[src/rtl/csio_cfg.svh]
// Offsets, field positions, reset values and timing counts of the serial shifter
`ifndef CSIO_CFG_SVH
`define CSIO_CFG_SVH

`define CSIO_AW 12
`define CSIO_A_MODE 12'hFE0
`define CSIO_A_DATA 12'hFE4
`define CSIO_A_BUSCTL 12'hFE8
`define CSIO_A_STAT 12'hFEC
`define CSIO_A_MASK 12'hFF0
`define CSIO_A_BSET 12'hFF4
`define CSIO_A_BCLR 12'hFF8
`define CSIO_A_SVA 12'hFFC

`define CSIO_B_EN 7
`define CSIO_B_MATCH 6
`define CSIO_B_WAKE 5
`define CSIO_B_MHI 4
`define CSIO_B_MMID 3
`define CSIO_B_FIRST 2
`define CSIO_B_CMD 0
`define CSIO_B_REL 1
`define CSIO_B_DONE 0
`define CSIO_BITOPS_MASK 8'hE0

`define CSIO_MODE_RST 8'h00
`define CSIO_SVA_RST 8'h00
`define CSIO_LATCH_RST 1'b1

`define CSIO_SYS_DIV16 5'h10
`define CSIO_SYS_DIV8 5'h08
`define CSIO_BITS 4'h8
`define CSIO_RESP_OK 2'h0
`define CSIO_RESP_ERR 2'h2

`endif

[src/rtl/csio_pkg.sv]
// Types shared by the serial shifter modules
`default_nettype none
package csio_pkg;
  typedef enum logic [1:0] {CSIO_CLK_EXT, CSIO_CLK_TMR, CSIO_CLK_D16, CSIO_CLK_D8} csio_clk_e;
  typedef enum logic {CSIO_CG_IDLE, CSIO_CG_RUN} csio_cg_e;
  typedef struct packed {
    logic en;
    logic match;
    logic wake;
    logic [2:0] op;
    logic [1:0] clk_sel;
  } csio_mode_s;
  typedef struct packed {
    logic busy;
    logic done;
    logic latch;
    logic [7:0] data;
  } csio_shift_s;
endpackage
`default_nettype wire

[src/rtl/csio_shift_core.sv]
// Eight-bit shift engine with bit counter and serial output latch
`default_nettype none
`include "csio_cfg.svh"
module csio_shift_core
  import csio_pkg::*;
(
  input wire logic clock,
  input wire logic rst_n,
  input wire logic enable,
  input wire logic sck_level,
  input wire logic sin,
  input wire logic load,
  input wire logic [7:0] load_data,
  input wire logic set_latch,
  input wire logic clr_latch,
  output csio_shift_s stat
);
  logic [7:0] sr_ff;
  logic [3:0] cnt_ff;
  logic busy_ff;
  logic done_ff;
  logic latch_ff;
  logic sck_prev_ff;
  logic fall;
  logic rise;

  assign fall = sck_prev_ff & ~sck_level;
  assign rise = ~sck_prev_ff & sck_level;
  assign stat = '{busy: busy_ff, done: done_ff, latch: latch_ff, data: sr_ff};

  always_ff @(posedge clock) begin
    if (!rst_n) begin
      sck_prev_ff <= 1'b1;
    end else begin
      sck_prev_ff <= sck_level;
    end
  end

  // shift edges
  // Direction never changes; bit order is fixed up at the bus side
  always_ff @(posedge clock) begin
    if (!rst_n) begin
      sr_ff <= 8'h00;
    end else if (load) begin
      sr_ff <= load_data;
    end else if (busy_ff && enable && rise) begin
      sr_ff <= {sr_ff[6:0], sin};
    end
  end

  always_ff @(posedge clock) begin
    if (!rst_n) begin
      busy_ff <= 1'b0;
      cnt_ff <= 4'h0;
      done_ff <= 1'b0;
    end else begin
      done_ff <= 1'b0;
      if (!enable) begin
        busy_ff <= 1'b0;
        cnt_ff <= 4'h0;
      end else if (load) begin
        busy_ff <= 1'b1;
        cnt_ff <= 4'h0;
      end else if (busy_ff && rise) begin
        cnt_ff <= cnt_ff + 4'h1;
        if (cnt_ff == `CSIO_BITS - 4'h1) begin
          busy_ff <= 1'b0;
          done_ff <= 1'b1;
        end
      end
    end
  end

  always_ff @(posedge clock) begin
    if (!rst_n) begin
      latch_ff <= `CSIO_LATCH_RST;
    end else if (set_latch) begin
      latch_ff <= 1'b1;
    end else if (clr_latch) begin
      latch_ff <= 1'b0;
    end else if (busy_ff && enable && fall) begin
      latch_ff <= sr_ff[7];
    end
  end
endmodule
`default_nettype wire

[src/rtl/csio_top.sv]
// Clocked serial shifter with AXI4-Lite registers, clock generation and pins
`default_nettype none
`include "csio_cfg.svh"
module csio_top
  import csio_pkg::*;
(
  input wire logic clock,
  input wire logic rst_n,
  input wire logic [`CSIO_AW-1:0] s_axi_awaddr,
  input wire logic s_axi_awvalid,
  output logic s_axi_awready,
  input wire logic [31:0] s_axi_wdata,
  input wire logic [3:0] s_axi_wstrb,
  input wire logic s_axi_wvalid,
  output logic s_axi_wready,
  output logic [1:0] s_axi_bresp,
  output logic s_axi_bvalid,
  input wire logic s_axi_bready,
  input wire logic [`CSIO_AW-1:0] s_axi_araddr,
  input wire logic s_axi_arvalid,
  output logic s_axi_arready,
  output logic [31:0] s_axi_rdata,
  output logic [1:0] s_axi_rresp,
  output logic s_axi_rvalid,
  input wire logic s_axi_rready,
  output logic irq,
  input wire logic timer_out_in,
  input wire logic serial_clock_pin_in,
  output logic serial_clock_pin_out,
  output logic serial_clock_pin_oe,
  output logic serial_out_latch,
  input wire logic serial_in_pin,
  input wire logic bus_data_pin_a_in,
  output logic bus_data_pin_a_out,
  output logic bus_data_pin_a_oe,
  input wire logic bus_data_pin_b_in,
  output logic bus_data_pin_b_out,
  output logic bus_data_pin_b_oe
);
  csio_mode_s serial_mode_reg_ff;
  csio_shift_s core;
  csio_clk_e clk_e;
  csio_cg_e cg_ff;
  logic [4:0] sync1_ff;
  logic [4:0] sync2_ff;
  logic sck_ext;
  logic tmr_lvl;
  logic si_lvl;
  logic sba_lvl;
  logic sbb_lvl;
  logic [7:0] sva_ff;
  logic transfer_done_flag_ff;
  logic mask_ff;
  logic awready_ff;
  logic wready_ff;
  logic bvalid_ff;
  logic [1:0] bresp_ff;
  logic arready_ff;
  logic rvalid_ff;
  logic [1:0] rresp_ff;
  logic [31:0] rdata_ff;
  logic wr_fire;
  logic rd_fire;
  logic wr_hit;
  logic [7:0] wbyte;
  logic [7:0] wr_order;
  logic [7:0] rd_order;
  logic lsb_first;
  logic two_wire;
  logic internal_clk;
  logic start_ok;
  logic load;
  logic set_latch;
  logic clr_latch;
  logic addr_match;
  logic done_ev;
  logic stat_rd;
  logic sck_level;
  logic sin;
  logic [4:0] div_cnt_ff;
  logic [4:0] div_half;
  logic sck_int_ff;
  logic sck_out_ff;
  logic sck_oe_ff;
  logic so_ff;
  logic sba_oe_ff;
  logic sbb_oe_ff;
  logic irq_ff;
  logic [31:0] nxt_rdata;
  logic nxt_rerr;

  // Pins and timer output come from outside this clock
  always_ff @(posedge clock) begin
    if (!rst_n) begin
      sync1_ff <= 5'h1F;
      sync2_ff <= 5'h1F;
    end else begin
      sync1_ff <= {serial_clock_pin_in, timer_out_in, serial_in_pin,
                   bus_data_pin_a_in, bus_data_pin_b_in};
      sync2_ff <= sync1_ff;
    end
  end
  assign {sck_ext, tmr_lvl, si_lvl, sba_lvl, sbb_lvl} = sync2_ff;

  assign clk_e = csio_clk_e'(serial_mode_reg_ff.clk_sel);
  assign internal_clk = (clk_e != CSIO_CLK_EXT);
  // order select
  // Two-line mode always runs MSB first, whatever bit 2 holds
  assign lsb_first = serial_mode_reg_ff.op[0] & ~serial_mode_reg_ff.op[1];
  assign two_wire = serial_mode_reg_ff.op[1] & serial_mode_reg_ff.op[0];
  assign addr_match = (core.data == sva_ff);
  assign wbyte = s_axi_wdata[7:0];

  for (genvar i = 0; i < 8; i++) begin : g_rev
    assign wr_order[i] = lsb_first ? wbyte[7-i] : wbyte[i];
    assign rd_order[i] = lsb_first ? core.data[7-i] : core.data[i];
  end

  // AXI4-Lite write: both channels taken together, one cycle after both valid
  assign wr_fire = s_axi_awvalid & awready_ff & s_axi_wvalid & wready_ff;
  assign wr_hit = wr_fire & s_axi_wstrb[0];
  assign rd_fire = s_axi_arvalid & arready_ff;

  always_ff @(posedge clock) begin
    if (!rst_n) begin
      awready_ff <= 1'b0;
      wready_ff <= 1'b0;
      bvalid_ff <= 1'b0;
      bresp_ff <= `CSIO_RESP_OK;
    end else begin
      awready_ff <= s_axi_awvalid & s_axi_wvalid & ~awready_ff & ~bvalid_ff;
      wready_ff <= s_axi_awvalid & s_axi_wvalid & ~awready_ff & ~bvalid_ff;
      if (wr_fire) begin
        bvalid_ff <= 1'b1;
        case (s_axi_awaddr)
          `CSIO_A_MODE, `CSIO_A_DATA, `CSIO_A_BUSCTL, `CSIO_A_STAT,
          `CSIO_A_MASK, `CSIO_A_BSET, `CSIO_A_BCLR, `CSIO_A_SVA: begin
            bresp_ff <= `CSIO_RESP_OK;
          end
          default: begin
            bresp_ff <= `CSIO_RESP_ERR;
          end
        endcase
      end else if (s_axi_bready) begin
        bvalid_ff <= 1'b0;
      end
    end
  end

  // 84H halts
  // The match bit is never stored: it always shows the live comparison
  always_ff @(posedge clock) begin
    if (!rst_n) begin
      serial_mode_reg_ff <= `CSIO_MODE_RST;
    end else if (wr_hit && s_axi_awaddr == `CSIO_A_MODE) begin
      serial_mode_reg_ff <= wbyte & ~(8'h01 << `CSIO_B_MATCH);
    end else if (wr_hit && s_axi_awaddr == `CSIO_A_BSET) begin
      serial_mode_reg_ff <= serial_mode_reg_ff
                          | (wbyte & `CSIO_BITOPS_MASK & ~(8'h01 << `CSIO_B_MATCH));
    end else if (wr_hit && s_axi_awaddr == `CSIO_A_BCLR) begin
      serial_mode_reg_ff <= serial_mode_reg_ff & ~(wbyte & `CSIO_BITOPS_MASK);
    end
  end

  always_ff @(posedge clock) begin
    if (!rst_n) begin
      sva_ff <= `CSIO_SVA_RST;
      mask_ff <= 1'b0;
    end else if (wr_hit && s_axi_awaddr == `CSIO_A_SVA) begin
      sva_ff <= wbyte;
    end else if (wr_hit && s_axi_awaddr == `CSIO_A_MASK) begin
      mask_ff <= wbyte[`CSIO_B_DONE];
    end
  end

  // internal clock masked after eight bits until this start
  assign start_ok = serial_mode_reg_ff.en & (internal_clk ? ~core.busy : sck_ext);
  assign load = wr_hit & (s_axi_awaddr == `CSIO_A_DATA) & start_ok;

  // trigger bits
  // Triggers have no storage, so they read back as zero
  assign set_latch = wr_hit & (s_axi_awaddr == `CSIO_A_BUSCTL) & wbyte[`CSIO_B_REL];
  assign clr_latch = wr_hit & (s_axi_awaddr == `CSIO_A_BUSCTL) & wbyte[`CSIO_B_CMD];

  always_comb begin
    case (clk_e)
      CSIO_CLK_EXT: sck_level = sck_ext;
      CSIO_CLK_TMR: sck_level = core.busy ? tmr_lvl : 1'b1;
      default: sck_level = sck_int_ff;
    endcase
  end
  assign div_half = (clk_e == CSIO_CLK_D8) ? (`CSIO_SYS_DIV8 >> 1) : (`CSIO_SYS_DIV16 >> 1);

  always_ff @(posedge clock) begin
    if (!rst_n) begin
      cg_ff <= CSIO_CG_IDLE;
      div_cnt_ff <= 5'h00;
      sck_int_ff <= 1'b1;
    end else begin
      case (cg_ff)
        CSIO_CG_IDLE: begin
          div_cnt_ff <= 5'h00;
          sck_int_ff <= 1'b1;
          if (load && clk_e[1]) begin
            cg_ff <= CSIO_CG_RUN;
          end
        end
        CSIO_CG_RUN: begin
          if (!core.busy && !load) begin
            cg_ff <= CSIO_CG_IDLE;
            sck_int_ff <= 1'b1;
          end else if (div_cnt_ff == div_half - 5'h01) begin
            div_cnt_ff <= 5'h00;
            sck_int_ff <= ~sck_int_ff;
          end else begin
            div_cnt_ff <= div_cnt_ff + 5'h01;
          end
        end
        default: begin
          cg_ff <= CSIO_CG_IDLE;
        end
      endcase
    end
  end

  always_comb begin
    if (!two_wire) begin
      sin = si_lvl;
    end else if (serial_mode_reg_ff.op[2]) begin
      sin = sbb_lvl;
    end else begin
      sin = sba_lvl;
    end
  end

  csio_shift_core u_core (
    .clock(clock),
    .rst_n(rst_n),
    .enable(serial_mode_reg_ff.en),
    .sck_level(sck_level),
    .sin(sin),
    .load(load),
    .load_data(wr_order),
    .set_latch(set_latch),
    .clr_latch(clr_latch),
    .stat(core)
  );

  // Wake-up select passes only transfers whose data matched the slave address
  assign done_ev = core.done & (~serial_mode_reg_ff.wake | addr_match);
  assign stat_rd = rd_fire & (s_axi_araddr == `CSIO_A_STAT);

  // done flag
  // A new event in the clearing read wins over the clear
  always_ff @(posedge clock) begin
    if (!rst_n) begin
      transfer_done_flag_ff <= 1'b0;
    end else if (done_ev) begin
      transfer_done_flag_ff <= 1'b1;
    end else if (stat_rd) begin
      transfer_done_flag_ff <= 1'b0;
    end
  end

  always_comb begin
    nxt_rdata = 32'h0000_0000;
    nxt_rerr = 1'b0;
    case (s_axi_araddr)
      `CSIO_A_MODE: nxt_rdata[7:0] = serial_mode_reg_ff | ({7'h00, addr_match} << `CSIO_B_MATCH);
      `CSIO_A_DATA: nxt_rdata[7:0] = rd_order;
      `CSIO_A_BUSCTL: nxt_rdata[7:0] = 8'h00;
      `CSIO_A_STAT: nxt_rdata[`CSIO_B_DONE] = transfer_done_flag_ff;
      `CSIO_A_MASK: nxt_rdata[`CSIO_B_DONE] = mask_ff;
      `CSIO_A_BSET, `CSIO_A_BCLR: nxt_rdata[7:0] = 8'h00;
      `CSIO_A_SVA: nxt_rdata[7:0] = sva_ff;
      default: nxt_rerr = 1'b1;
    endcase
  end

  always_ff @(posedge clock) begin
    if (!rst_n) begin
      arready_ff <= 1'b0;
      rvalid_ff <= 1'b0;
      rdata_ff <= 32'h0000_0000;
      rresp_ff <= `CSIO_RESP_OK;
    end else begin
      arready_ff <= s_axi_arvalid & ~arready_ff & ~rvalid_ff;
      if (rd_fire) begin
        rvalid_ff <= 1'b1;
        rdata_ff <= nxt_rdata;
        rresp_ff <= nxt_rerr ? `CSIO_RESP_ERR : `CSIO_RESP_OK;
      end else if (s_axi_rready) begin
        rvalid_ff <= 1'b0;
      end
    end
  end

  // Every pin except the tied-low data outputs is registered so no mux glitch reaches the board
  always_ff @(posedge clock) begin
    if (!rst_n) begin
      sck_out_ff <= 1'b1;
      sck_oe_ff <= 1'b0;
      so_ff <= `CSIO_LATCH_RST;
      sba_oe_ff <= 1'b0;
      sbb_oe_ff <= 1'b0;
      irq_ff <= 1'b0;
    end else begin
      sck_out_ff <= sck_level;
      sck_oe_ff <= internal_clk;
      so_ff <= core.latch;
      sba_oe_ff <= two_wire & ~serial_mode_reg_ff.op[2] & ~core.latch;
      sbb_oe_ff <= two_wire & serial_mode_reg_ff.op[2] & ~core.latch;
      irq_ff <= transfer_done_flag_ff & mask_ff;
    end
  end

  assign s_axi_awready = awready_ff;
  assign s_axi_wready = wready_ff;
  assign s_axi_bvalid = bvalid_ff;
  assign s_axi_bresp = bresp_ff;
  assign s_axi_arready = arready_ff;
  assign s_axi_rvalid = rvalid_ff;
  assign s_axi_rdata = rdata_ff;
  assign s_axi_rresp = rresp_ff;
  assign irq = irq_ff;
  assign serial_clock_pin_out = sck_out_ff;
  assign serial_clock_pin_oe = sck_oe_ff;
  assign serial_out_latch = so_ff;
  assign bus_data_pin_a_out = 1'b0;
  assign bus_data_pin_b_out = 1'b0;
  assign bus_data_pin_a_oe = sba_oe_ff;
  assign bus_data_pin_b_oe = sbb_oe_ff;
endmodule
`default_nettype wire

[config.mk]
export PLATFORM = sky130hd
export DESIGN_NAME = csio_top
export DESIGN_NICKNAME = d
export VERILOG_FILES = /design/src/rtl/csio_pkg.sv /design/src/rtl/csio_shift_core.sv /design/src/rtl/csio_top.sv
export VERILOG_INCLUDE_DIRS = /design/src /design/src/rtl
export SDC_FILE = /design/constraint.sdc
export NUM_CORES = 1
export LEC_CHECK = 0
export ABC_AREA = 1
export BUFFER_PORTS_ARGS = -buffer_cell sky130_fd_sc_hd__buf_2
export CAP_MARGIN = 20
export CORE_MARGIN = 3
export CORE_UTILIZATION = 51
export DETAILED_ROUTE_END_ITERATION = 8
export GPL_ROUTABILITY_DRIVEN = 0
export GPL_TIMING_DRIVEN = 0
export PLACE_DENSITY = 0.8
export SLEW_MARGIN = 5
export SYNTH_ARGS = -nofsm -noshare
export SYNTH_HDL_FRONTEND = slang
export SYNTH_SLANG_ARGS = --single-unit
[constraint.sdc]
create_clock -name clock -period 1.6 [get_ports clock]
set_input_delay 0.08 -clock clock [delete_from_list [all_inputs] [get_ports clock]]
set_output_delay 0.08 -clock clock [all_outputs]
set_load 0.05 [all_outputs]
== Yosys cells after proc, flatten, opt, wreduce, memory -nomap -nowiden ==
Cells that the tools add are included.
Storage, ports and cells
  flip-flop bits (word level): 72
  latch bits: 0
  memory bits (writable): 0
  memory bits (read-only): 0
  input bits: 72
  output and inout port bits: 49
  memories: 0
Cells by class
  $add $sub $neg: 3
  $mul: 0
  divide/modulo/power cells: 0
  magnitude comparators: 0
  equal/unequal tests: 23
  shift operators: 0
  muxes and demuxes: 52
  bitwise gates (word level): 49
  reductions and logical operators: 33
Operators by type and width (number)
  == test 12 bit (second input constant): 16
  2-to-1 mux 8 bit: 5
  2-to-1 mux 1 bit: 36
  AND 1 bit: 27
  one-hot mux 7 bit (3 select lines): 1
  nonzero test 2 bit: 9
  inverter 1 bit: 17
  OR reduction 8 bit: 2
  logical AND 1 bit: 11
  2-to-1 mux 5 bit: 2
  one-hot mux 5 bit (2 select lines): 1
  AND 8 bit: 1
  == test 8 bit: 1
  inverter 8 bit: 1
  OR 8 x 7 -> 8 bit: 1
  OR 8 bit: 1
  one-hot mux 1 bit (2 select lines): 3
  AND reduction 2 bit: 3
  adder 5 x 1 -> 5 bit (second input constant): 1
  == test 5 bit: 1
  one-hot mux 1 bit (5 select lines): 1
  subtractor 4 x 1 -> 5 bit (second input constant): 1
  adder 4 x 1 -> 4 bit (second input constant): 1
  == test 4 x 3 -> 1 bit (second input constant): 1
  13 further kinds: 16

== Longest topological paths before layout ==
Gate-level depths: netlist of the first run.
  word-level depth: 10
  mapped depth: 12

== Hierarchy ==
A second synthesis of the first run with hierarchy kept.
Unflattened totals
  cells, all modules: 553
  area total of the unflattened synthesis: 3858.7 µm²
Modules (own cells, without submodules)
  csio_top: instances 1, cells each 440, area an instance 3060.4 µm², sequential area each 1101.1 µm²
  csio_shift_core: instances 1, cells each 113, area an instance 798.3 µm², sequential area each 320.3 µm²

== Worst setup path after synthesis of the first run ==
Ideal clock, no wire load.
  path kind: flip-flop to flip-flop
  start point: register wready_ff, in the netlist s_axi_wready
  end point: register u_core.sr_ff[2]
  setup time: 0.114 ns
  arrival: 1.748 ns
  data required time: 1.486 ns
  path slack: -0.262 ns
  stages on the path, launching flop included: 11
  buffers on the path: 1
  period minus slack after synthesis: 1.862 ns
  cells stage by stage: dfxtp_1 nand3_2 nor2_4 nand3_4 nor2_8 inv_4 nand2_4 buf_12 nand3_2 nand2_1 nor2_2
On the way
  word-level cells in the longest chain between the ends: 7
  elaborated cells on any way between the ends: 8
RTL lines
  start: declaration: RTL line csio_top.sv:55  | logic wready_ff;
  start signal: assignment: RTL line csio_top.sv:132  | wready_ff <= s_axi_awvalid & s_axi_wvalid & ~awready_ff & ~bvalid_ff;
  AND 1 bit (2 in series)
  AND 1 bit *: RTL line csio_top.sv:120  | assign wr_fire = s_axi_awvalid & awready_ff & s_axi_wvalid & wready_ff;
  AND 1 bit *: RTL line csio_top.sv:121  | assign wr_hit = wr_fire & s_axi_wstrb[0];
  AND 1 bit * (2 in series): RTL line csio_top.sv:178  | assign load = wr_hit & (s_axi_awaddr == `CSIO_A_DATA) & start_ok;
  2-to-1 mux 8 bit / nonzero test 2 bit (equally long branches)
  end signal: assignment: RTL line csio_shift_core.sv:45  | sr_ff <= load_data;
  end signal: assignment: RTL line csio_shift_core.sv:47  | sr_ff <= {sr_ff[6:0], sin};
  end: declaration: RTL line csio_shift_core.sv:18  | logic [7:0] sr_ff;
Mark *: on every way between the ends. The rest lies on a longest branch, timed or not.
A chain may end at the register's enable or synchronous reset.

== Final worst setup path of the first run ==
  start point: register serial_mode_reg_ff (netlist bit clk_e[1])
  end point: register sck_int_ff
On the way
  word-level cells in the longest chain between the ends: 8
  elaborated cells on any way between the ends: 13
RTL lines
  start: declaration: RTL line csio_top.sv:40  | csio_mode_s serial_mode_reg_ff;
  start signal: assignment: RTL line csio_top.sv:154  | serial_mode_reg_ff <= `CSIO_MODE_RST;
  start signal: assignment: RTL line csio_top.sv:156  | serial_mode_reg_ff <= wbyte & ~(8'h01 << `CSIO_B_MATCH);
  start signal: assignment: RTL line csio_top.sv:158  | serial_mode_reg_ff <= serial_mode_reg_ff
  branches (longest 8 deep; another with subtractor 4 x 1 -> 5 bit)
  end signal: assignment: RTL line csio_top.sv:214  | sck_int_ff <= ~sck_int_ff;
  end: declaration: RTL line csio_top.sv:82  | logic sck_int_ff;
Parallel ways; which one is timed is not known.

==> results.py, run 1 <==
metrics = {
    "cts": {
        "cts_tree": "done",
        "clockRootBuffer": "clkbuf_8",
        "clock_latency_ns": 0.35,
        "h-tree-depth": 3,
        "cts_buffer_depth": 2,
        "cts_inserted_buffers": 9,
        "clock-sinks": 70,
        "clk_pin_slew_ns": 0.08,
    },
    "setup_path": {
        "timing.critical_path.from_type": "flop",
        "slowest_stage": "dfxtp_4",
        "cp_top_family": "simple AND/OR/NAND/NOR gates",
        "crit_path_end_kind": "flop",
        "rr_endpoint": "sck_int_ff$_SDFFE_PN1P_",
        "r2r_slack_ns": 0.07,
        "max_stage_delay_ns": 0.37,
        "worstPathArrival_ns": 1.77,
        "path_buf_inv": 0,
        "r2r_cells": 7,
        "path_class": "flop to flop",
        "path_cells": "nor2_4 > nand2_2 > o21ai_2 > nand3_4 > o21bai_4 > nand3_2 > or2_1",
        "required_ns": 1.85,
        "reg2reg_from": "clk_e[1]$_SDFFE_PN0P_",
        "cp_max_fo": 7,
    },
    "timing": {
        "finalSetupViolCount": 0,
        "fin_worst_skew_ns": 0.007939,
        "worst-slew-pin-transition_ns": 0.5133,
        "fmax_mhz": 655.7,
        "hold_ws_ns": 0.03043,
        "hold_viol_final": 0,
        "period_share_pct": 95.32,
        "finalCriticalPeriod_ns": 1.525,
        "finalMaxSlewViolations": 0,
        "slew_headroom_pct": 65.78,
    },
    "finish": {
        "fin_util_pct": 69.61,
        "drive_above_1_share_pct": 25.33,
        "syn_to_final_growth_pct": 27.49,
        "n_antenna_cell": 0,
        "seq_area_um2": 1413,
        "nets": 756,
        "fillers": 570,
        "multi_input_area_um2": 2062,
    },
    "global_routing": {
        "grt_max_degree": 13,
        "globalRouteTotalUtil_pct": 22.53,
        "grt_pass1_wl_mm": 15.57,
        "grt_pass1_vias": 3522,
        "overflow": 0,
        "antenna_found_initial": 0,
    },
    "routing": {
        "antenna_left": 0,
        "dr.first_iter.drc_count": 319,
        "wl_per_cell_um": 12.38,
        "viasPerCell": 4.974,
        "vias": 3895,
        "wl_mm": 9.694,
        "first_pass_iters": 7,
        "drc": 0,
    },
    "yosys": {
        "synth_edf_count": 0,
        "yosysUniqueCellTypes": 39,
        "yosysSeqAreaShare_pct": 36.57,
        "ys_async_sr_fraction_pct": 0,
        "synth_cells": 557,
        "ys.flop_type": "dfxtp_1",
        "synth_most_common_cell": "nand2_1",
        "synth_commonest_cells": "nand2_1 (149), dfxtp_1 (70), nand3_1 (55), inv_1 (54), nor2_1 (42)",
        "synthTopCellsByArea": "dfxtp_1 (37%), nand2_1 (15%), nand3_1 (7.2%)",
        "yosys_warnings": 0,
        "synth_area_um2": 3832,
        "syn_avg_cell_area_um2": 6.880,
        "synth_seq_cells": 70,
        "synth_top_area_share_pct": 36.57,
        "synth_top_cell_by_area": "dfxtp_1",
    },
    "floorplan": {
        "die-area_um2": 8591,
        "rows": 30,
        "die_w_um": 92.69,
        "io_pins": 121,
        "initial_core_util_pct": 54.60,
        "coreArea_um2": 7019,
        "fp.dieH_um": 92.69,
    },
    "run": {
        "cap_violations": 0,
    },
    "power_and_ir_drop": {
        "power.switching_mw": 0.9893,
        "power_density_nw_per_um2": 805.3,
        "switching_share_pct": 25.14,
        "ir_worst_vdd_mv": 0.5918,
        "clockPowerShare_pct": 43.7,
        "combPwrFrac_pct": 11.5,
        "seqPwrFrac_pct": 44.8,
        "power.leakage_nw": 2.288,
        "cell_internal_pwr_mw": 2.945,
    },
    "place": {
        "dp_hpwl_mm": 6.966,
        "numPortBuffers": 64,
    },
    "worst_hold_path": {
        "min_delay_path_depth": 3,
        "worstHoldStart": "s_axi_wdata[7]",
        "holdCritPathClass": "input port to flop",
    },
    "run_status": {
        "status": "finished, final reports clean",
    },
}
## stage by stage
stage	total power [mW]	instance area, um^2	TNS [ns]	cells	setup WS [ns]
floorplan	2.125	3938	0	584	0.05565
finish	3.934	4886	0	783	0.07496
global placement	2.216	4378	-0.0001920	744	-0.0001920
CTS	3.948	4763	0	775	0.007134
detailed placement	2.223	4378	-0.1018	744	-0.03114
global route	4.053	4886	-0.06864	783	-0.02448
## area by class of cell
class                   instances  area share, %
multi-input cells             413          42.20
flip-flops and latches         70          28.91
clock inverters                 5          2.177
repair buffers                 87          10.78
inverters                      58          4.584
plain buffers                  43          6.197
well taps                      96          2.458
clock buffers                  11          2.689
## worst max path at each step
stage	endpoint	slack [ns]	cells past startpoint	from
after floorplan	u_core.sr_ff[2]$_SDFFE_PN0P_	0.06	10	s_axi_wready$_SDFF_PN0_
after global placement	u_core.sr_ff[2]$_SDFFE_PN0P_	-0.0002	10	clk_e[0]$_SDFFE_PN0P_
after detailed placement	u_core.sr_ff[3]$_SDFFE_PN0P_	-0.03	10	clk_e[0]$_SDFFE_PN0P_
after CTS	sck_int_ff$_SDFFE_PN1P_	0.007	8	s_axi_awvalid
after global routing	sck_int_ff$_SDFFE_PN1P_	-0.02	7	clk_e[1]$_SDFFE_PN0P_
final	sck_int_ff$_SDFFE_PN1P_	0.07	7	clk_e[1]$_SDFFE_PN0P_
## per-layer routing
| metal | up-vias | GRT usage, % | share of wire, % |
|---|---|---|---|
| li1 | 1976 | - | - |
| met1 | 1741 | 27.53 | 42 |
| met2 | 156 | 36.86 | 48 |
| met3 | 22 | 5.199 | 7.4 |
| met4 | 0 | 11.84 | 2.5 |
| met5 | - | 0 | 0 |
## power groups by stage
stage / sequential, mW / combinational (mW) / clock [mW]
global placement: 1.81 / 0.411 / 0
finish: 1.76 / 0.452 / 1.72
detailed placement: 1.81 / 0.417 / 0
CTS: 1.77 / 0.442 / 1.74
floorplan: 1.83 / 0.298 / 0
global route: 1.76 / 0.486 / 1.80
## worst register-to-register path, delay by kind of cell, from the launching register on
family / cells / cell delay (ns)
and+or+nand+nor: 5 / 0.70
AOI/OAI and AO/OA: 2 / 0.35
DFF: 1 / 0.37
## state kept, by name (all words and copies together), names as in the netlist, 2 cells and up, named ones only
| name | count |
|---|---|
| clk_e | 2 |
| div_cnt_ff | 5 |
| s_axi_rdata | 8 |
| serial_mode_reg_ff | 3 |
| sva_ff | 8 |
| sync1_ff | 5 |
| sync2_ff | 5 |
| u_core.cnt_ff | 4 |
| u_core.sr_ff | 8 |
## cells by family (layout without fill, tap and decap cells)
family,count (synthesis),count (layout),synth area share (%)
other cells,1,28,0.09785
compound gates,74,74,10.64
buf+inv,101,204,13.55
flops,70,70,36.57
simple gates,300,300,36.43
xor+xnor,9,9,2.057
fa+ha+maj,2,2,0.6529
## timing repair
item                                    4_1_cts  5_1_grt
pin swaps                                     2        4
endpoints found under the hold margin        12        0
buffers inserted                              2        8
gates resized for setup                       2       18
hold buffers                                 13        0
endpoints found under the setup margin        8       31
## placed cells by master (no fill, tap or decap), types with 3 or more instances in the layout
cell type and count:
nand3_2 6, conb_1 28, nor3_1 7, nand2_1 147, dfxtp_1 67, nor2_1 42
o21ai_0 29, nor2_2 11, clkbuf_8 9, buf_2 66, a21oi_1 37, clkbuf_2 3
or2_1 3, nand3_4 3, dfxtp_4 3, bufinv_16 3, nand4_1 7, buf_4 37
dlygate4sd3_1 13, nor2_4 3, nand3_1 52, clkbuf_1 9, or2_2 10, inv_1 53
xor2_1 4, xnor2_1 5
(Power assumes the default switching activity.)
==> run 2, diff against run 1 <==
--- a/config.mk
+++ b/config.mk
@@ -13,8 +13,8 @@
 export CORE_UTILIZATION = 51
 export DETAILED_ROUTE_END_ITERATION = 8
 export GPL_ROUTABILITY_DRIVEN = 0
-export GPL_TIMING_DRIVEN = 0
 export PLACE_DENSITY = 0.8
+export REMOVE_ABC_BUFFERS = 1
 export SLEW_MARGIN = 5
 export SYNTH_ARGS = -nofsm -noshare
 export SYNTH_HDL_FRONTEND = slang
==> run 2 against run 1 <==
  * Register-to-register slack about the same
  * Clock skew increased by 0.00053 ns
  * Maximum frequency grew 0.79%
  * Sequential cell count stayed put
  * Critical path type unchanged
  * Hold slack got worse by 0.017 ns
  * Critical path depth unchanged
  * Sequential power about the same
  * Total power fell by 5.3%
  * Combinational power shrank 12%
==> results.py, run 2 (synthesis gave the netlist of run 1 again) <==
metrics = {
    "routing": {
        "antenna_left": 0,
        "drc": 0,
        "vias": 3777,
        "wl_mm": 9.428,
        "viasPerCell": 5.056,
        "wl_per_cell_um": 12.62,
        "first_pass_iters": 5,
        "dr.first_iter.drc_count": 214,
    },
    "timing": {
        "period_share_pct": 94.57,
        "hold_viol_final": 0,
        "worst-slew-pin-transition_ns": 0.6433,
        "finalCriticalPeriod_ns": 1.513,
        "slew_headroom_pct": 57.07,
        "fin_worst_skew_ns": 0.008467,
        "finalMaxSlewViolations": 0,
        "fmax_mhz": 660.9,
        "finalSetupViolCount": 0,
    },
    "floorplan": {
        "io_pins": 121,
        "initial_core_util_pct": 54.60,
        "die_w_um": 92.69,
        "fp.dieH_um": 92.69,
        "coreArea_um2": 7019,
        "rows": 30,
        "die-area_um2": 8591,
    },
    "global_routing": {
        "grt_pass1_wl_mm": 15.08,
        "antenna_found_initial": 0,
        "grt_pass1_vias": 3393,
        "overflow": 0,
        "grt_max_degree": 27,
        "globalRouteTotalUtil_pct": 21.66,
    },
    "setup_path": {
        "slowest_stage": "dfxtp_2",
        "worstPathArrival_ns": 1.76,
        "reg2reg_from": "clk_e[0]$_SDFFE_PN0P_",
        "max_stage_delay_ns": 0.35,
        "required_ns": 1.85,
        "crit_path_end_kind": "flop",
        "cp_top_family": "simple AND/OR/NAND/NOR gates",
        "path_buf_inv": 0,
        "timing.critical_path.from_type": "flop",
        "path_cells": "nor2_4 > nand2_1 > o21ai_2 > nand3_4 > o21bai_4 > nand3_2 > or2_1",
        "path_class": "flop to flop",
        "crit_path_start": "clk_e[0]$_SDFFE_PN0P_",
        "cp_max_fo": 6,
    },
    "run_status": {
        "status": "finished, final reports clean",
    },
    "cts": {
        "clockRootBuffer": "clkbuf_8",
        "cts_buffer_depth": 2,
        "clock-sinks": 70,
        "h-tree-depth": 3,
        "cts_inserted_buffers": 9,
        "clock_latency_ns": 0.35,
        "cts_tree": "done",
        "clk_pin_slew_ns": 0.08,
    },
    "finish": {
        "seq_area_um2": 1405,
        "drive_above_1_share_pct": 22.12,
        "mostFrequentLayoutCells": "nand2_1 (148), dfxtp_1 (67), buf_2 (65)",
        "nets": 720,
        "multi_input_area_um2": 2051,
        "n_antenna_cell": 0,
        "fin_util_pct": 65.42,
        "layout_commonest_cell": "nand2_1",
        "syn_to_final_growth_pct": 19.82,
        "final_cells": 747,
        "fillers": 611,
    },
    "power_and_ir_drop": {
        "power.leakage_nw": 2.123,
        "ir_worst_vdd_mv": 0.5028,
        "power_density_nw_per_um2": 811.5,
    },
    "worst_hold_path": {
        "worstHoldStart": "s_axi_wdata[7]",
        "holdCritPathClass": "input port to flop",
    },
    "place": {
        "dp_hpwl_mm": 6.776,
        "numPortBuffers": 65,
        "dp.cells": 716,
    },
    "run": {
        "cap_violations": 0,
    },
}
[run 2: changes by cell type in the layout (fill, tap and decap cells not counted), sizes merged]
cell / change
nand2: +1
dlygate4sd3: -1
bufinv: -1
clkinvlp: -1
clkbuf: -12
buf: -25
inv: -1
clkinv: +4
[run 2: metrics by stage]
step	TNS, ns	total power, mW	instance area, um^2	setup slack, ns	hold slack [ns]
5_1_grt	-0.03438	3.843	4592	-0.01823	0.03281
4_1_cts	0	3.746	4532	0.02586	0.004479
3_5_place_dp	0	2.178	4198	0.02904	0.2688
3_3_place_gp	0	2.172	4198	0.08810	0.2646
2_1_floorplan	-18.60	2.057	3635	-0.6374	0.1490
6_report	0	3.726	4592	0.08691	0.01329
[run 2: per-layer routing]
metal  part of all wire [%]  track usage (%)  vias up
met5                      0                0        -
met4                    1.5            7.814        0
met3                    7.3            5.199       14
met2                     49            37.64      142
met1                     42            25.97     1719
li1                       -                -     1902
[run 2: final cells by class]
type | count | area share (%)
clock inverters | 6 | 1.880
multi-input cells | 414 | 44.66
inverters | 58 | 4.796
well taps | 96 | 2.616
repair buffers | 93 | 12.67
flip-flops and latches | 70 | 30.60
clock buffers | 10 | 2.779
[run 2: final timing paths]
check / slack [ns] / cells after the start / end
setup reg to reg: 0.09 / 7 / sck_int_ff$_SDFFE_PN1P_
setup / recovery: 0.09 / 7 / sck_int_ff$_SDFFE_PN1P_
hold reg to reg: 0.42 / 1 / sync2_ff[2]$_SDFF_PN1_
hold / removal: 0.01 / 3 / flop
[run 2: what timing repair did]
| item | 4_1_cts | 5_1_grt |
|---|---|---|
| endpoints found under the setup margin | 0 | 23 |
| hold buffers | 12 | 0 |
| setup buffers | 0 | 2 |
| endpoints found under the hold margin | 11 | 0 |
| resized for setup | 0 | 10 |
[run 2: power breakdown]
group	switching [mW]	internal, mW
combinational	0.294	0.104
clock	0.687	0.875
sequential	0.00766	1.76
total	0.988	2.74
[run 2: worst reg2reg max path, delay by kind of cell, from the launching register on]
kind / cells / cell delay (ns)
AO/OA/AOI/OAI: 2 / 0.33
flip-flops: 1 / 0.35
AND/OR/NAND/NOR: 5 / 0.72
==> run 3, diff against run 2 <==
--- a/config.mk
+++ b/config.mk
@@ -7,13 +7,13 @@
 export NUM_CORES = 1
 export LEC_CHECK = 0
 export ABC_AREA = 1
-export BUFFER_PORTS_ARGS = -buffer_cell sky130_fd_sc_hd__buf_2
 export CAP_MARGIN = 20
 export CORE_MARGIN = 3
-export CORE_UTILIZATION = 51
+export CORE_UTILIZATION = 63
 export DETAILED_ROUTE_END_ITERATION = 8
+export DONT_BUFFER_PORTS = 1
 export GPL_ROUTABILITY_DRIVEN = 0
-export PLACE_DENSITY = 0.8
+export PLACE_DENSITY = 0.79
 export REMOVE_ABC_BUFFERS = 1
 export SLEW_MARGIN = 5
 export SYNTH_ARGS = -nofsm -noshare
==> run 3 against run 2 <==
  * Sequential cell count unchanged
  * Sequential power about the same
  * Clock-buffer cell count down 1
==> results.py, run 3 (synthesis gave the netlist of run 1 again) <==
metrics = {
    "floorplan": {
        "io_pins": 121,
        "die-area_um2": 7055,
        "coreArea_um2": 5709,
        "fp.dieH_um": 84.00,
        "rows": 27,
        "die_w_um": 84.00,
        "initial_core_util_pct": 67.13,
    },
    "timing": {
        "slew_headroom_pct": 53.62,
        "finalSetupViolCount": 0,
        "fin_worst_skew_ns": 0.01172,
        "fin_ws_ns": 0.08971,
        "rsz0062_at_grt": "true",
        "period_share_pct": 94.39,
        "worst-slew-pin-transition_ns": 0.6950,
        "finalCriticalPeriod_ns": 1.510,
        "fmax_mhz": 662.1,
        "hold_viol_final": 0,
        "finalMaxSlewViolations": 0,
    },
    "routing": {
        "viasPerCell": 5.453,
        "dr.first_iter.drc_count": 191,
        "wl_mm": 9.761,
        "first_pass_iters": 6,
        "antenna_left": 0,
        "vias": 3719,
        "wl_per_cell_um": 14.31,
        "drc": 0,
    },
    "power_and_ir_drop": {
        "power.switching_mw": 0.9386,
        "switching_share_pct": 24.66,
        "power_density_nw_per_um2": 854.5,
        "power.leakage_nw": 1.963,
        "cell_internal_pwr_mw": 2.868,
        "seqPwrFrac_pct": 46.4,
        "clockPowerShare_pct": 44.2,
        "combPwrFrac_pct": 9.4,
        "ir_worst_vdd_mv": 0.7157,
    },
    "finish": {
        "layout_commonest_cell": "nand2_1",
        "syn_to_final_growth_pct": 16.23,
        "mostFrequentLayoutCells": "nand2_1 (149), dfxtp_1 (67), inv_1 (54), nand3_1 (54), nor2_1 (42)",
        "final_cells": 682,
        "drive_above_1_share_pct": 15.41,
        "nets": 680,
        "n_antenna_cell": 0,
    },
    "worst_hold_path": {
        "holdCritPathClass": "input port to flop",
    },
    "setup_path": {
        "timing.critical_path.from_type": "flop",
        "worstPathArrival_ns": 1.74,
        "cp_top_family": "buffers and inverters",
        "crit_path_end_kind": "flop",
        "slowest_stage": "dlygate4sd3_1",
        "path_cells": "nor2_4 > nand2_1 > nand3_1 > inv_1 > nand2_1 > dlygate4sd3_1",
        "path_buf_inv": 2,
        "max_stage_delay_ns": 0.54,
        "cp_max_fo": 5,
        "crit_top_cell": "nand2_1",
        "path_class": "flop to flop",
        "required_ns": 1.83,
    },
    "run": {
        "cap_violations": 0,
    },
    "cts": {
        "clock-sinks": 70,
        "clk_pin_slew_ns": 0.08,
        "clockRootBuffer": "clkbuf_8",
        "cts_inserted_buffers": 9,
        "h-tree-depth": 3,
        "cts_buffer_depth": 2,
        "cts_tree": "done",
        "clock_latency_ns": 0.34,
    },
    "place": {
        "pre_cts_ws_ns": 0.08778,
        "dp.cells": 642,
        "dp_hpwl_mm": 6.715,
        "numPortBuffers": 0,
    },
    "global_routing": {
        "overflow": 0,
        "grt_pass1_vias": 3447,
        "globalRouteTotalUtil_pct": 27.18,
        "grt_pass1_wl_mm": 15.59,
        "grt_max_degree": 34,
        "antenna_found_initial": 0,
    },
    "run_status": {
        "status": "finished, final reports clean",
    },
}
-- run 3: cell types whose count changed in the layout (fill, tap and decap cells not counted), sizes merged --
cell,before,now
buf,81,34
bufinv,2,3
clkbuf,10,9
clkinv,5,3
clkinvlp,1,2
dlygate4sd3,12,20
nand2,152,151
-- run 3: worst paths after layout --
kind,startpoint,endpoint,slack [ns],cells past startpoint
worst max-delay path,clk_e[1]$_SDFFE_PN0P_,u_core.sck_prev_ff$_SDFF_PN1_,0.09,6
worst min register to register,sync1_ff[2]$_SDFF_PN1_,sync2_ff[2]$_SDFF_PN1_,0.42,1
worst max register to register,clk_e[1]$_SDFFE_PN0P_,u_core.sck_prev_ff$_SDFF_PN1_,0.09,6
worst min-delay path,rst_n,u_core.latch_ff$_SDFFE_PP1P_,0.02,2
-- run 3: cell type report --
| cell class | count | area, um^2 |
|---|---|---|
| Clock inverter | 6 | 111.4 |
| Tap cell | 72 | 90.09 |
| Inverter | 58 | 224.0 |
| Fill cell | 423 | 1255 |
| Multi-Input combinational cell | 413 | 2034 |
| Clock buffer | 9 | 123.9 |
| Sequential cell | 70 | 1405 |
| Timing Repair Buffer | 54 | 465.4 |
-- run 3: timing repair --
action | 4_1_cts | 5_1_grt
gates resized for setup | 0 | 7
endpoints found under the hold margin | 47 | 0
setup endpoints to repair | 0 | 20
hold buffers | 21 | 0
buffers inserted | 0 | 4
-- run 3: per-stage QoR --
stage / power [mW] / util [%] / area, um^2 / setup TNS (ns) / hold WS [ns]
floorplan: 2.057 / - / 3635 / -18.60 / 0.1490
global placement: 2.090 / 69.06 / 3943 / 0 / 0.1605
detailed placement: 2.095 / 69.06 / 3943 / 0 / 0.1637
CTS: 3.810 / 77.03 / 4398 / 0 / 0.007823
global route: 3.913 / 78.02 / 4454 / -0.04572 / 0.02083
finish: 3.806 / 78.02 / 4454 / 0 / 0.01652
-- run 3: per-layer routing --
| layer | global-route usage, % | vias to the layer above | wire (um) |
|---|---|---|---|
| li1 | - | 1828 | - |
| met1 | 31.27 | 1695 | 3839 |
| met2 | 49.10 | 171 | 4931 |
| met3 | 6.318 | 25 | 770 |
| met4 | 9.211 | 0 | 218 |
| met5 | 0 | - | 0 |
-- run 3: power groups by stage --
stage,sequential (mW),combinational [mW],clock (mW)
finish,1.77,0.359,1.68
floorplan,1.83,0.226,0
detailed placement,1.81,0.290,0
global route,1.77,0.380,1.77
CTS,1.76,0.351,1.70
global placement,1.80,0.285,0
